==> config.mk <==
export PLATFORM = sky130hd
export DESIGN_NAME = sfm_monitor
export DESIGN_NICKNAME = d
export VERILOG_FILES = /design/src/design/sfm_pkg.sv /design/src/design/sfm_monitor.sv
export VERILOG_INCLUDE_DIRS = /design/src /design/src/design
export SDC_FILE = /design/constraint.sdc
export NUM_CORES = 2
export LEC_CHECK = 0
export ABC_AREA = 1
export BUFFER_PORTS_ARGS = -buffer_cell sky130_fd_sc_hd__buf_2
export CAP_MARGIN = 20
export CORE_MARGIN = 4
export CORE_UTILIZATION = 35
export DETAILED_ROUTE_END_ITERATION = 16
export GPL_ROUTABILITY_DRIVEN = 1
export PLACE_DENSITY_LB_ADDON = 0.3
export SLEW_MARGIN = 20
export SYNTH_ARGS = -nofsm -noshare
export SYNTH_HDL_FRONTEND = slang
export SYNTH_SLANG_ARGS = --single-unit
==> constraint.sdc <==
create_clock -name mclk -period 5.8 [get_ports mclk]
set_clock_uncertainty 0.2 [all_clocks]
set_input_delay 0.87 -clock mclk [delete_from_list [all_inputs] [get_ports mclk]]
set_output_delay 0.87 -clock mclk [all_outputs]
set_load 0.03 [all_outputs]
==> src/design/sfm_defines.svh <==
`ifndef SFM_DEFINES_SVH
`define SFM_DEFINES_SVH

// ---------------------------------------------------------------
// Register byte offsets
// ---------------------------------------------------------------
`define SFM_OFF_CTRL        12'h000
`define SFM_OFF_STATUS      12'h004
`define SFM_OFF_MAX_SPEED   12'h008
`define SFM_OFF_DEV_LIMIT   12'h00C
`define SFM_OFF_SAT_TIME    12'h010
`define SFM_OFF_TRQ_LEVEL   12'h014
`define SFM_OFF_TRQ_TIME    12'h018
`define SFM_OFF_CRC_RUN     12'h01C
`define SFM_OFF_ENC_RES     12'h020
`define SFM_OFF_TURN_OFS    12'h024
`define SFM_OFF_ENC_TYPE    12'h028
`define SFM_OFF_MODEL       12'h02C
`define SFM_OFF_COMM_TMO    12'h030
`define SFM_OFF_CF_RUN      12'h034

// ---------------------------------------------------------------
// Field positions and reset values
// ---------------------------------------------------------------
`define SFM_CTRL_CLEAR_BIT  0
`define SFM_CTRL_ENABLE_BIT 1
`define SFM_RST_CTRL        32'h0000_0002
`define SFM_RST_MAX_SPEED   32'h0000_1388
`define SFM_RST_DEV_LIMIT   32'h0001_0000
`define SFM_RST_SAT_TIME    32'h0003_D090
`define SFM_RST_TRQ_LEVEL   32'h0000_8000
`define SFM_RST_TRQ_TIME    32'h0003_D090
`define SFM_RST_CRC_RUN     32'h0000_0003
`define SFM_RST_ENC_RES     32'h0002_0000
`define SFM_RST_ENC_TYPE    32'h0000_0000
`define SFM_RST_MODEL       32'h0000_0000
`define SFM_RST_COMM_TMO    32'h0000_C350
`define SFM_RST_CF_RUN      32'h0000_0003

// ---------------------------------------------------------------
// Fault codes and limits
// ---------------------------------------------------------------
`define SFM_CODE_NONE       8'h00
`define SFM_CODE_OVERSPEED  8'h01
`define SFM_CODE_OVERVOLT   8'h02
`define SFM_CODE_UNDERVOLT  8'h03
`define SFM_CODE_POS_TOL    8'h04
`define SFM_CODE_SPD_SAT    8'h06
`define SFM_CODE_INHIBIT    8'h07
`define SFM_CODE_DEV_OVF    8'h08
`define SFM_CODE_RELAY      8'h12
`define SFM_CODE_BRAKE      8'h13
`define SFM_CODE_ENC_PARAM  8'h16
`define SFM_CODE_TRQ_OVL    8'h1D
`define SFM_CODE_HALL       8'h20
`define SFM_CODE_MODEL      8'h29
`define SFM_CODE_ENC_NONE   8'h32
`define SFM_CODE_ENC_LOST   8'h33
`define SFM_CODE_BAT_LOW    8'h34
`define SFM_CODE_BAT_ERR    8'h35
`define SFM_CODE_CRC        8'h37
`define SFM_CODE_FB_LONG    8'h38
`define SFM_CODE_FB_FMT     8'h39
`define SFM_CODE_TURN_OFS   8'h3A
`define SFM_CODE_CF         8'h3B
`define SFM_DEV_OVF_LIMIT   32'h4000_0000
`define SFM_ENC_TYPE_MAX    4'h2

`endif

==> src/design/sfm_pkg.sv <==
package sfm_pkg;

    // Monitor inputs grouped by source
    typedef struct packed {
        logic [31:0] speed;
        logic [31:0] pos_dev;
        logic        over_volt;
        logic        under_volt;
        logic        spd_sat;
        logic [31:0] torque;
        logic        inhibit_fwd_on;
        logic        inhibit_rev_on;
        logic        relay_cmd;
        logic        relay_sense;
        logic        brake_released;
        logic        cmd_pulse;
        logic [2:0]  hall_phase_signals;
        logic [7:0]  motor_model;
    } sfm_drive_t;

    typedef struct packed {
        logic        frame_valid;
        logic        crc_ok;
        logic        bat_low;
        logic        bat_err;
        logic        cf_err;
    } sfm_enc_t;

    typedef struct packed {
        logic        frame_too_long;
        logic        frame_bad_format;
    } sfm_fbus_t;

    typedef enum logic [1:0] {
        SFM_LINK_WAIT = 2'b00,
        SFM_LINK_UP   = 2'b01,
        SFM_LINK_LOST = 2'b11
    } sfm_link_t;

endpackage : sfm_pkg

==> src/design/sfm_monitor.sv <==
// Our own choices: the address map and the APB slave port.
`timescale 1ns/1ns
`include "sfm_defines.svh"

// Notes on behaviour
// - Code 1 when measured speed exceeds the set maximum speed.
// - Code 2 on supply overvoltage, code 3 on undervoltage.
// - Code 4 when position deviation exceeds the set limit.
// - Code 6 when speed regulator saturates longer than a set time.
// - Code 7 when both travel inhibit inputs are off together.
// - Code 8 when absolute deviation exceeds two to the thirtieth.
// - Code 18 when sensed relay state differs from the command.
// - Code 19 on command pulses while the brake is still held.
// - Code 22 when the encoder type setting is unsupported.
// - Code 29 when torque exceeds a set level for a set time.
// - Code 32 when hall phases are all high or all low.
// - Code 41 when connected motor differs from the selected model.
// - Code 50 when the encoder link never comes up after power-up.
// - Code 51 when an established encoder link is lost.
// - Code 52 on low battery, 53 on battery data error.
// - Code 55 after a configurable run of encoder CRC failures.
// - Code 56 when a field-bus frame is too long.
// - Code 57 on bad field-bus settings, address or value.
// - Code 58 when single-turn offset is at least the resolution.
// - Code 59 when the encoder repeatedly reports control field errors.
module sfm_monitor (
    input  wire logic               mclk,
    input  wire logic               rst_n,
    input  wire logic               psel,
    input  wire logic               penable,
    input  wire logic               pwrite,
    input  wire logic [11:0]        paddr,
    input  wire logic [31:0]        pwdata,
    output logic [31:0]             prdata,
    output logic                    pready,
    output logic                    pslverr,
    input  wire sfm_pkg::sfm_drive_t drv,
    input  wire sfm_pkg::sfm_enc_t   enc,
    input  wire sfm_pkg::sfm_fbus_t  fbus,
    output logic [7:0]              fault_code,
    output logic                    fault_active
);
    import sfm_pkg::*;

    // ---------------------------------------------------------------
    // Registers
    // ---------------------------------------------------------------
    logic [31:0] ctrl_reg;
    logic [31:0] max_speed_reg;
    logic [31:0] dev_limit_reg;
    logic [31:0] sat_time_reg;
    logic [31:0] trq_level_reg;
    logic [31:0] trq_time_reg;
    logic [31:0] crc_run_reg;
    logic [31:0] enc_res_reg;
    logic [31:0] turn_ofs_reg;
    logic [31:0] enc_type_reg;
    logic [31:0] model_reg;
    logic [31:0] comm_tmo_reg;
    logic [31:0] cf_run_reg;
    logic [7:0]  code_reg;
    logic [7:0]  code_next;
    logic [31:0] sat_cnt_reg;
    logic [31:0] trq_cnt_reg;
    logic [31:0] tmo_cnt_reg;
    logic [7:0]  crc_cnt_reg;
    logic [7:0]  cf_cnt_reg;
    sfm_link_t   link_reg;
    logic [31:0] rdata_reg;

    // ---------------------------------------------------------------
    // Bus decode
    // ---------------------------------------------------------------
    wire         acc      = psel & penable;
    wire         wr_acc   = acc & pwrite;
    wire         rd_setup = psel & ~penable & ~pwrite;
    wire         enabled  = ctrl_reg[`SFM_CTRL_ENABLE_BIT];

    function automatic logic hit(input logic [11:0] a, input logic [11:0] off);
        hit = (a == off);
    endfunction : hit

    wire         mapped   = hit(paddr, `SFM_OFF_CTRL) | hit(paddr, `SFM_OFF_STATUS) |
                            hit(paddr, `SFM_OFF_MAX_SPEED) | hit(paddr, `SFM_OFF_DEV_LIMIT) |
                            hit(paddr, `SFM_OFF_SAT_TIME) | hit(paddr, `SFM_OFF_TRQ_LEVEL) |
                            hit(paddr, `SFM_OFF_TRQ_TIME) | hit(paddr, `SFM_OFF_CRC_RUN) |
                            hit(paddr, `SFM_OFF_ENC_RES) | hit(paddr, `SFM_OFF_TURN_OFS) |
                            hit(paddr, `SFM_OFF_ENC_TYPE) | hit(paddr, `SFM_OFF_MODEL) |
                            hit(paddr, `SFM_OFF_COMM_TMO) | hit(paddr, `SFM_OFF_CF_RUN);
    wire         clr_req  = wr_acc & hit(paddr, `SFM_OFF_CTRL) & pwdata[`SFM_CTRL_CLEAR_BIT];

    assign pready  = 1'b1;
    assign pslverr = acc & ~mapped;
    assign prdata  = rdata_reg;

    wire [31:0] rd_mux =
        hit(paddr, `SFM_OFF_CTRL)      ? {30'h0, ctrl_reg[1], 1'b0} :
        hit(paddr, `SFM_OFF_STATUS)    ? {22'h0, link_reg, code_reg} :
        hit(paddr, `SFM_OFF_MAX_SPEED) ? max_speed_reg :
        hit(paddr, `SFM_OFF_DEV_LIMIT) ? dev_limit_reg :
        hit(paddr, `SFM_OFF_SAT_TIME)  ? sat_time_reg :
        hit(paddr, `SFM_OFF_TRQ_LEVEL) ? trq_level_reg :
        hit(paddr, `SFM_OFF_TRQ_TIME)  ? trq_time_reg :
        hit(paddr, `SFM_OFF_CRC_RUN)   ? crc_run_reg :
        hit(paddr, `SFM_OFF_ENC_RES)   ? enc_res_reg :
        hit(paddr, `SFM_OFF_TURN_OFS)  ? turn_ofs_reg :
        hit(paddr, `SFM_OFF_ENC_TYPE)  ? enc_type_reg :
        hit(paddr, `SFM_OFF_MODEL)     ? model_reg :
        hit(paddr, `SFM_OFF_COMM_TMO)  ? comm_tmo_reg :
        hit(paddr, `SFM_OFF_CF_RUN)    ? cf_run_reg : 32'h0000_0000;

    // ---------------------------------------------------------------
    // Register writes
    // ---------------------------------------------------------------
    always_ff @(posedge mclk) begin
        if (!rst_n) begin
            ctrl_reg      <= `SFM_RST_CTRL;
            max_speed_reg <= `SFM_RST_MAX_SPEED;
            dev_limit_reg <= `SFM_RST_DEV_LIMIT;
            sat_time_reg  <= `SFM_RST_SAT_TIME;
            trq_level_reg <= `SFM_RST_TRQ_LEVEL;
            trq_time_reg  <= `SFM_RST_TRQ_TIME;
            crc_run_reg   <= `SFM_RST_CRC_RUN;
            enc_res_reg   <= `SFM_RST_ENC_RES;
            turn_ofs_reg  <= 32'h0000_0000;
            enc_type_reg  <= `SFM_RST_ENC_TYPE;
            model_reg     <= `SFM_RST_MODEL;
            comm_tmo_reg  <= `SFM_RST_COMM_TMO;
            cf_run_reg    <= `SFM_RST_CF_RUN;
            rdata_reg     <= 32'h0000_0000;
        end else begin
            // Read data loads in setup so it stands through the access cycle
            if (rd_setup) begin
                rdata_reg <= rd_mux;
            end
            if (wr_acc) begin
                if (hit(paddr, `SFM_OFF_CTRL))      ctrl_reg      <= {30'h0, pwdata[1], 1'b0};
                if (hit(paddr, `SFM_OFF_MAX_SPEED)) max_speed_reg <= pwdata;
                if (hit(paddr, `SFM_OFF_DEV_LIMIT)) dev_limit_reg <= pwdata;
                if (hit(paddr, `SFM_OFF_SAT_TIME))  sat_time_reg  <= pwdata;
                if (hit(paddr, `SFM_OFF_TRQ_LEVEL)) trq_level_reg <= pwdata;
                if (hit(paddr, `SFM_OFF_TRQ_TIME))  trq_time_reg  <= pwdata;
                if (hit(paddr, `SFM_OFF_CRC_RUN))   crc_run_reg   <= pwdata;
                if (hit(paddr, `SFM_OFF_ENC_RES))   enc_res_reg   <= pwdata;
                if (hit(paddr, `SFM_OFF_TURN_OFS))  turn_ofs_reg  <= pwdata;
                if (hit(paddr, `SFM_OFF_ENC_TYPE))  enc_type_reg  <= pwdata;
                if (hit(paddr, `SFM_OFF_MODEL))     model_reg     <= pwdata;
                if (hit(paddr, `SFM_OFF_COMM_TMO))  comm_tmo_reg  <= pwdata;
                if (hit(paddr, `SFM_OFF_CF_RUN))    cf_run_reg    <= pwdata;
            end
        end
    end

    // ---------------------------------------------------------------
    // Timers and run counters
    // ---------------------------------------------------------------
    wire         trq_over  = drv.torque > trq_level_reg;
    wire         crc_bad   = enc.frame_valid & ~enc.crc_ok;
    wire         cf_bad    = enc.frame_valid & enc.crc_ok & enc.cf_err;

    always_ff @(posedge mclk) begin
        if (!rst_n) begin
            sat_cnt_reg <= 32'h0000_0000;
            trq_cnt_reg <= 32'h0000_0000;
            crc_cnt_reg <= 8'h00;
            cf_cnt_reg  <= 8'h00;
        end else begin
            sat_cnt_reg <= drv.spd_sat ? sat_cnt_reg + ((sat_cnt_reg != 32'hFFFF_FFFF) ? 32'h1 : 32'h0)
                                       : 32'h0000_0000;
            trq_cnt_reg <= trq_over ? trq_cnt_reg + ((trq_cnt_reg != 32'hFFFF_FFFF) ? 32'h1 : 32'h0)
                                    : 32'h0000_0000;
            if (crc_bad) begin
                crc_cnt_reg <= (crc_cnt_reg != 8'hFF) ? crc_cnt_reg + 8'h01 : crc_cnt_reg;
            end else if (enc.frame_valid) begin
                crc_cnt_reg <= 8'h00;
            end
            if (cf_bad) begin
                cf_cnt_reg <= (cf_cnt_reg != 8'hFF) ? cf_cnt_reg + 8'h01 : cf_cnt_reg;
            end else if (enc.frame_valid & enc.crc_ok) begin
                cf_cnt_reg <= 8'h00;
            end
        end
    end

    // ---------------------------------------------------------------
    // Encoder link state
    // ---------------------------------------------------------------
    wire good_frame = enc.frame_valid & enc.crc_ok;
    wire tmo_hit    = tmo_cnt_reg >= comm_tmo_reg;

    always_ff @(posedge mclk) begin
        if (!rst_n) begin
            link_reg    <= SFM_LINK_WAIT;
            tmo_cnt_reg <= 32'h0000_0000;
        end else begin
            tmo_cnt_reg <= (good_frame | tmo_hit) ? 32'h0000_0000 : tmo_cnt_reg + 32'h1;
            case (link_reg)
                SFM_LINK_WAIT: begin
                    if (good_frame) link_reg <= SFM_LINK_UP;
                end
                SFM_LINK_UP: begin
                    if (tmo_hit & ~good_frame) link_reg <= SFM_LINK_LOST;
                end
                SFM_LINK_LOST: begin
                    if (good_frame) link_reg <= SFM_LINK_UP;
                end
                default: link_reg <= SFM_LINK_WAIT;
            endcase
        end
    end

    // ---------------------------------------------------------------
    // Fault detection
    // ---------------------------------------------------------------
    wire [31:0] dev_abs = drv.pos_dev[31] ? (~drv.pos_dev + 32'h1) : drv.pos_dev;
    wire [2:0]  hall    = drv.hall_phase_signals;

    wire f_ovs   = drv.speed > max_speed_reg;
    wire f_ov    = drv.over_volt;
    wire f_uv    = drv.under_volt;
    wire f_tol   = dev_abs > dev_limit_reg;
    wire f_sat   = drv.spd_sat & (sat_cnt_reg >= sat_time_reg);
    wire f_inh   = ~drv.inhibit_fwd_on & ~drv.inhibit_rev_on;
    wire f_dovf  = dev_abs > `SFM_DEV_OVF_LIMIT;
    wire f_rly   = drv.relay_cmd != drv.relay_sense;
    wire f_brk   = drv.cmd_pulse & ~drv.brake_released;
    wire f_etyp  = enc_type_reg > {28'h0, `SFM_ENC_TYPE_MAX};
    wire f_trq   = trq_over & (trq_cnt_reg >= trq_time_reg);
    wire f_hall  = (hall == 3'b111) | (hall == 3'b000);
    wire f_model = drv.motor_model != model_reg[7:0];
    wire f_none  = (link_reg == SFM_LINK_WAIT) & tmo_hit;
    wire f_lost  = link_reg == SFM_LINK_LOST;
    wire f_batl  = enc.frame_valid & enc.bat_low & ~enc.bat_err;
    wire f_bate  = enc.frame_valid & enc.bat_err;
    wire f_crc   = (crc_run_reg[7:0] != 8'h00) & (crc_cnt_reg >= crc_run_reg[7:0]);
    wire f_long  = fbus.frame_too_long;
    wire f_fmt   = fbus.frame_bad_format;
    wire f_ofs   = turn_ofs_reg >= enc_res_reg;
    wire f_cf    = (cf_run_reg[7:0] != 8'h00) & (cf_cnt_reg >= cf_run_reg[7:0]);

    // Fixed priority among faults seen in the same cycle, lowest code first
    wire [7:0] det_code =
        f_ovs   ? `SFM_CODE_OVERSPEED :
        f_ov    ? `SFM_CODE_OVERVOLT  :
        f_uv    ? `SFM_CODE_UNDERVOLT :
        f_tol   ? `SFM_CODE_POS_TOL   :
        f_sat   ? `SFM_CODE_SPD_SAT   :
        f_inh   ? `SFM_CODE_INHIBIT   :
        f_dovf  ? `SFM_CODE_DEV_OVF   :
        f_rly   ? `SFM_CODE_RELAY     :
        f_brk   ? `SFM_CODE_BRAKE     :
        f_etyp  ? `SFM_CODE_ENC_PARAM :
        f_trq   ? `SFM_CODE_TRQ_OVL   :
        f_hall  ? `SFM_CODE_HALL      :
        f_model ? `SFM_CODE_MODEL     :
        f_none  ? `SFM_CODE_ENC_NONE  :
        f_lost  ? `SFM_CODE_ENC_LOST  :
        f_batl  ? `SFM_CODE_BAT_LOW   :
        f_bate  ? `SFM_CODE_BAT_ERR   :
        f_crc   ? `SFM_CODE_CRC       :
        f_long  ? `SFM_CODE_FB_LONG   :
        f_fmt   ? `SFM_CODE_FB_FMT    :
        f_ofs   ? `SFM_CODE_TURN_OFS  :
        f_cf    ? `SFM_CODE_CF        : `SFM_CODE_NONE;

    wire det_any = enabled & (det_code != `SFM_CODE_NONE);
    wire held    = code_reg != `SFM_CODE_NONE;

    // ---------------------------------------------------------------
    // Fault latch
    // ---------------------------------------------------------------
    // Detection in the clear cycle wins over the clear
    assign code_next = held ? (clr_req ? (det_any ? det_code : `SFM_CODE_NONE) : code_reg)
                            : (det_any ? det_code : `SFM_CODE_NONE);

    always_ff @(posedge mclk) begin
        if (!rst_n) begin
            code_reg <= `SFM_CODE_NONE;
        end else begin
            code_reg <= code_next;
        end
    end

    assign fault_code   = code_reg;
    assign fault_active = held;

endmodule : sfm_monitor

==> results by group <==
Run status
  – Outcome: complete, no violations

Detailed routing
  – Routed length per instance: 22.0 microns
  – DRT Pass-1 Iters: 7
  – Detailed-route DRC error count: 0
  – Final WL: about 120,000 microns
  – ANT nets after route: 0
  – Vias: 29,400
  – Post-DR vias/cell: between 5 and 6
  – DR iter-0 viols: roughly 2,800

Cells and area
  – Highest-count cells in the layout ignoring fill and taps: inv_1, a21oi_1, dfxtp_1
  – Final nets: ~4,700
  – Layout cells sized above 1: approximately a tenth
  – Final cell count without fillers: 5,462
  – P&R area growth vs syn: 13.4%
  – Most common cell after layout, fill and taps aside: inv_1

Worst setup path
  – FF-to-FF Start: tmo_cnt_reg[27]
  – Critical path cell sequence: buf_2 -> nor2_1 -> nand2_1 -> nor2_1 -> inv_2 -> nor2_1 -> buf_4 -> nor2_1 -> inv_1 -> nor2_1 -> nand3_1 -> nor4_1 -> buf_2
  – Worst Reg-to-Reg Cells: 17
  – Critical Path Slowest Stage Cell: nor4_1
  – Most used cell, CP: nor2_1
  – Setup crit end kind: output port
  – Crit Path Max Fanout: 12
  – Register-to-register setup slack: 1.64 ns
  – CP endpoint: pslverr
  – Critical path class: input port to output port
  – Slowest Stage Delay on Critical Path: roughly 0.73 ns
  – Worst path bufs/invs: 5
  – Reg2reg end: fault_code[5]
  – Kind of start point of the critical path: input port
  – Crit path required time: 4.73 ns
  – CP Depth: 13
  – Crit path max-delay family: simple AND/OR/NAND/NOR gates
  – CP arrival: 3.76 ns
  – CP startpoint: paddr[11]

Global route
  – GR Util met1: about a third
  – M3 GR Usage: roughly 4.2%
  – First-pass GRT wire length: between 150,000 and 200,000 microns
  – GR peak layer: met2
  – Largest net degree at the start of global routing: roughly 150
  – Global Route Usage Sum: between 20 and 30%
  – Global route overflow: 0
  – Initial antenna violation count: 17
  – Met2 Track Usage GR: slightly above 40%
  – Vias in the first global route: approximately 27,000

Timing
  – Max Slew Vio Count: 0
  – Final TNS setup: 0 ns
  – Crit share post-route: 83.3%
  – Finish-stage setup viols: 0
  – Fin worst setup slack: 0.967 ns
  – Final hold vios: 0
  – Slew margin rel.: approximately a quarter
  – Least-Margin Pin Slew: approximately 1.1 ns
  – Post-layout min period: roughly 4.8 ns
  – FMAX: between 0.2 and 0.25 GHz
  – RSZ-0062 raised after global routing: false

Pwr
  – Design Power: about 8300 uW
  – Peak supply drop: ~200 uV
  – Cell leakage power: ~0.014 uW
  – Power density over the cells: about 240 mW/mm^2

Synthesis
  – Avg Inst Size Synth: between 7 and 8 sq um
  – Most used flip-flop cell after synthesis: dfxtp_1
  – Post-synth EDFFs: 0
  – Syn. warnings: 0
  – Netlist cell types: 57
  – Post-synth ARST share: 0%
  – Mapped Area: 0.0302 sq mm
  – Post-synthesis sequential area ratio: between 30% and 40%
  – Syn Inst Count: about 4,200
  – Seq cells post-synth: between 500 and 600

CTS
  – Clock root cell: clkbuf_16
  – TritonCTS buffer count: 61
  – Clock buffer depth: 3
  – CTS tree: built
  – # H-tree levels: 2
  – Clk_lat worst skew: around 0.66 ns
  – Count of cells resized by post-cts repair: 0
  – Cts hold-fix bufs: 0
  – Num Clock Sinks: 537
  – Clock transition at path regs: 0.06 ns
  – Post-CTS Setup Inserts: 0

Floorplan
  – Initial core utilization: ~35%
  – Die Span Y: about 300 microns
  – Core Rows: approximately 110
  – Die width: 302 microns
  – Die ar.: 0.0911 sq mm
  – Core area: about 0.085 sq mm
  – Top Ports: around 220

Place
  – Dpl ws: approximately 0.87 ns
  – Number of port buffers: between 200 and 250
  – GP Congestion: 0.989
  – DP Wirelength: 90,400 microns
  – DP Cell Count: 5,352

Min path
  – HP Class: register to register

Flow run
  – Max Cap Viol: 0
-- final cells by class --
type / instances / area (sq um)
inverters: 672 / 2520
repair buffers: 243 / 1360
well taps: 1144 / 1430
diodes: 1 / 2.50
clock inverters: 17 / 200
clock buffers: 91 / 1830
flip-flops and latches: 537 / 10800
multi-input cells: 2757 / 16200
fillers: 8953 / 51100
-- per-stage QoR --
stage	cell area, sq um	hold slack [ns]	utilization [%]
6_report	34300	0.246	40.1
5_1_grt	34300	0.260	40.1
4_1_cts	34200	0.244	40.0
3_5_place_dp	32200	0.235	37.7
3_3_place_gp	32200	0.230	37.7
2_1_floorplan	30200	0.220	-
-- layer usage --
layer	vias to the layer above	routed length, microns
met5	-	57
met4	8	9150
met3	339	9550
met2	1246	53300
met1	13400	48200
li1	14400	-
-- cells in the mapped netlist (all sizes together) (27+ instances only) --
cell type | n | share of area [%]
xor2 | 40 | 1.2
o211ai | 122 | 3.0
nand2 | 538 | 6.7
clkbuf | 204 | 2.6
dfxtp | 537 | 36
nand3 | 101 | 1.7
a21oi | 591 | 9.8
nor3 | 72 | 1.4
ha | 253 | 10
nand4 | 57 | 1.3
inv | 666 | 8.3
o221ai | 55 | 1.6
o21ai | 507 | 8.4
nor4 | 27 | 0.56
nor2 | 234 | 3.1
-- worst reg2reg max path, delay by kind of cell (launching register included) --
family,cells,cell delay (ns)
DFF,1,0.45
adders and majority gates,1,0.29
buffers and inverters,1,0.10
and+or+nand+nor,9,1.57
AOI/OAI and AO/OA,6,1.40
-- cell families (layout without fill, tap and decap cells) --
| family | after synthesis | count (layout) | share of synthesized area (%) |
|---|---|---|---|
| xor gates and xnor gates | 51 | 51 | 1.48 |
| buffers and inverters | 895 | 1023 | 11.2 |
| DFF | 537 | 537 | 35.6 |
| AOI/OAI and AO/OA | 1379 | 1379 | 25.5 |
| and+or+nand+nor | 1071 | 1071 | 15.8 |
| other | 2 | 4 | 0.0248 |
| adders and majority gates | 253 | 253 | 10.5 |
-- power breakdown --
part / total, uW / internal [uW] / switching, uW
registers: 3740 / 3700 / 34.2
clock network: 3950 / 2300 / 1650
logic: 644 / 186 / 458
total: 8330 / 6190 / 2140
-- worst min path at each step --
stage / cells past startpoint / from / end / slack [ns]
floorplan: 2 / model_reg[11] / model_reg[11] / 0.22
global placement: 2 / model_reg[29] / model_reg[29] / 0.23
detailed placement: 2 / model_reg[24] / model_reg[24] / 0.23
CTS: 2 / model_reg[24] / model_reg[24] / 0.24
global route: 2 / cf_run_reg[15] / cf_run_reg[15] / 0.26
finish: 2 / cf_run_reg[31] / cf_run_reg[31] / 0.25
Power figures use the tool's default switching activity.
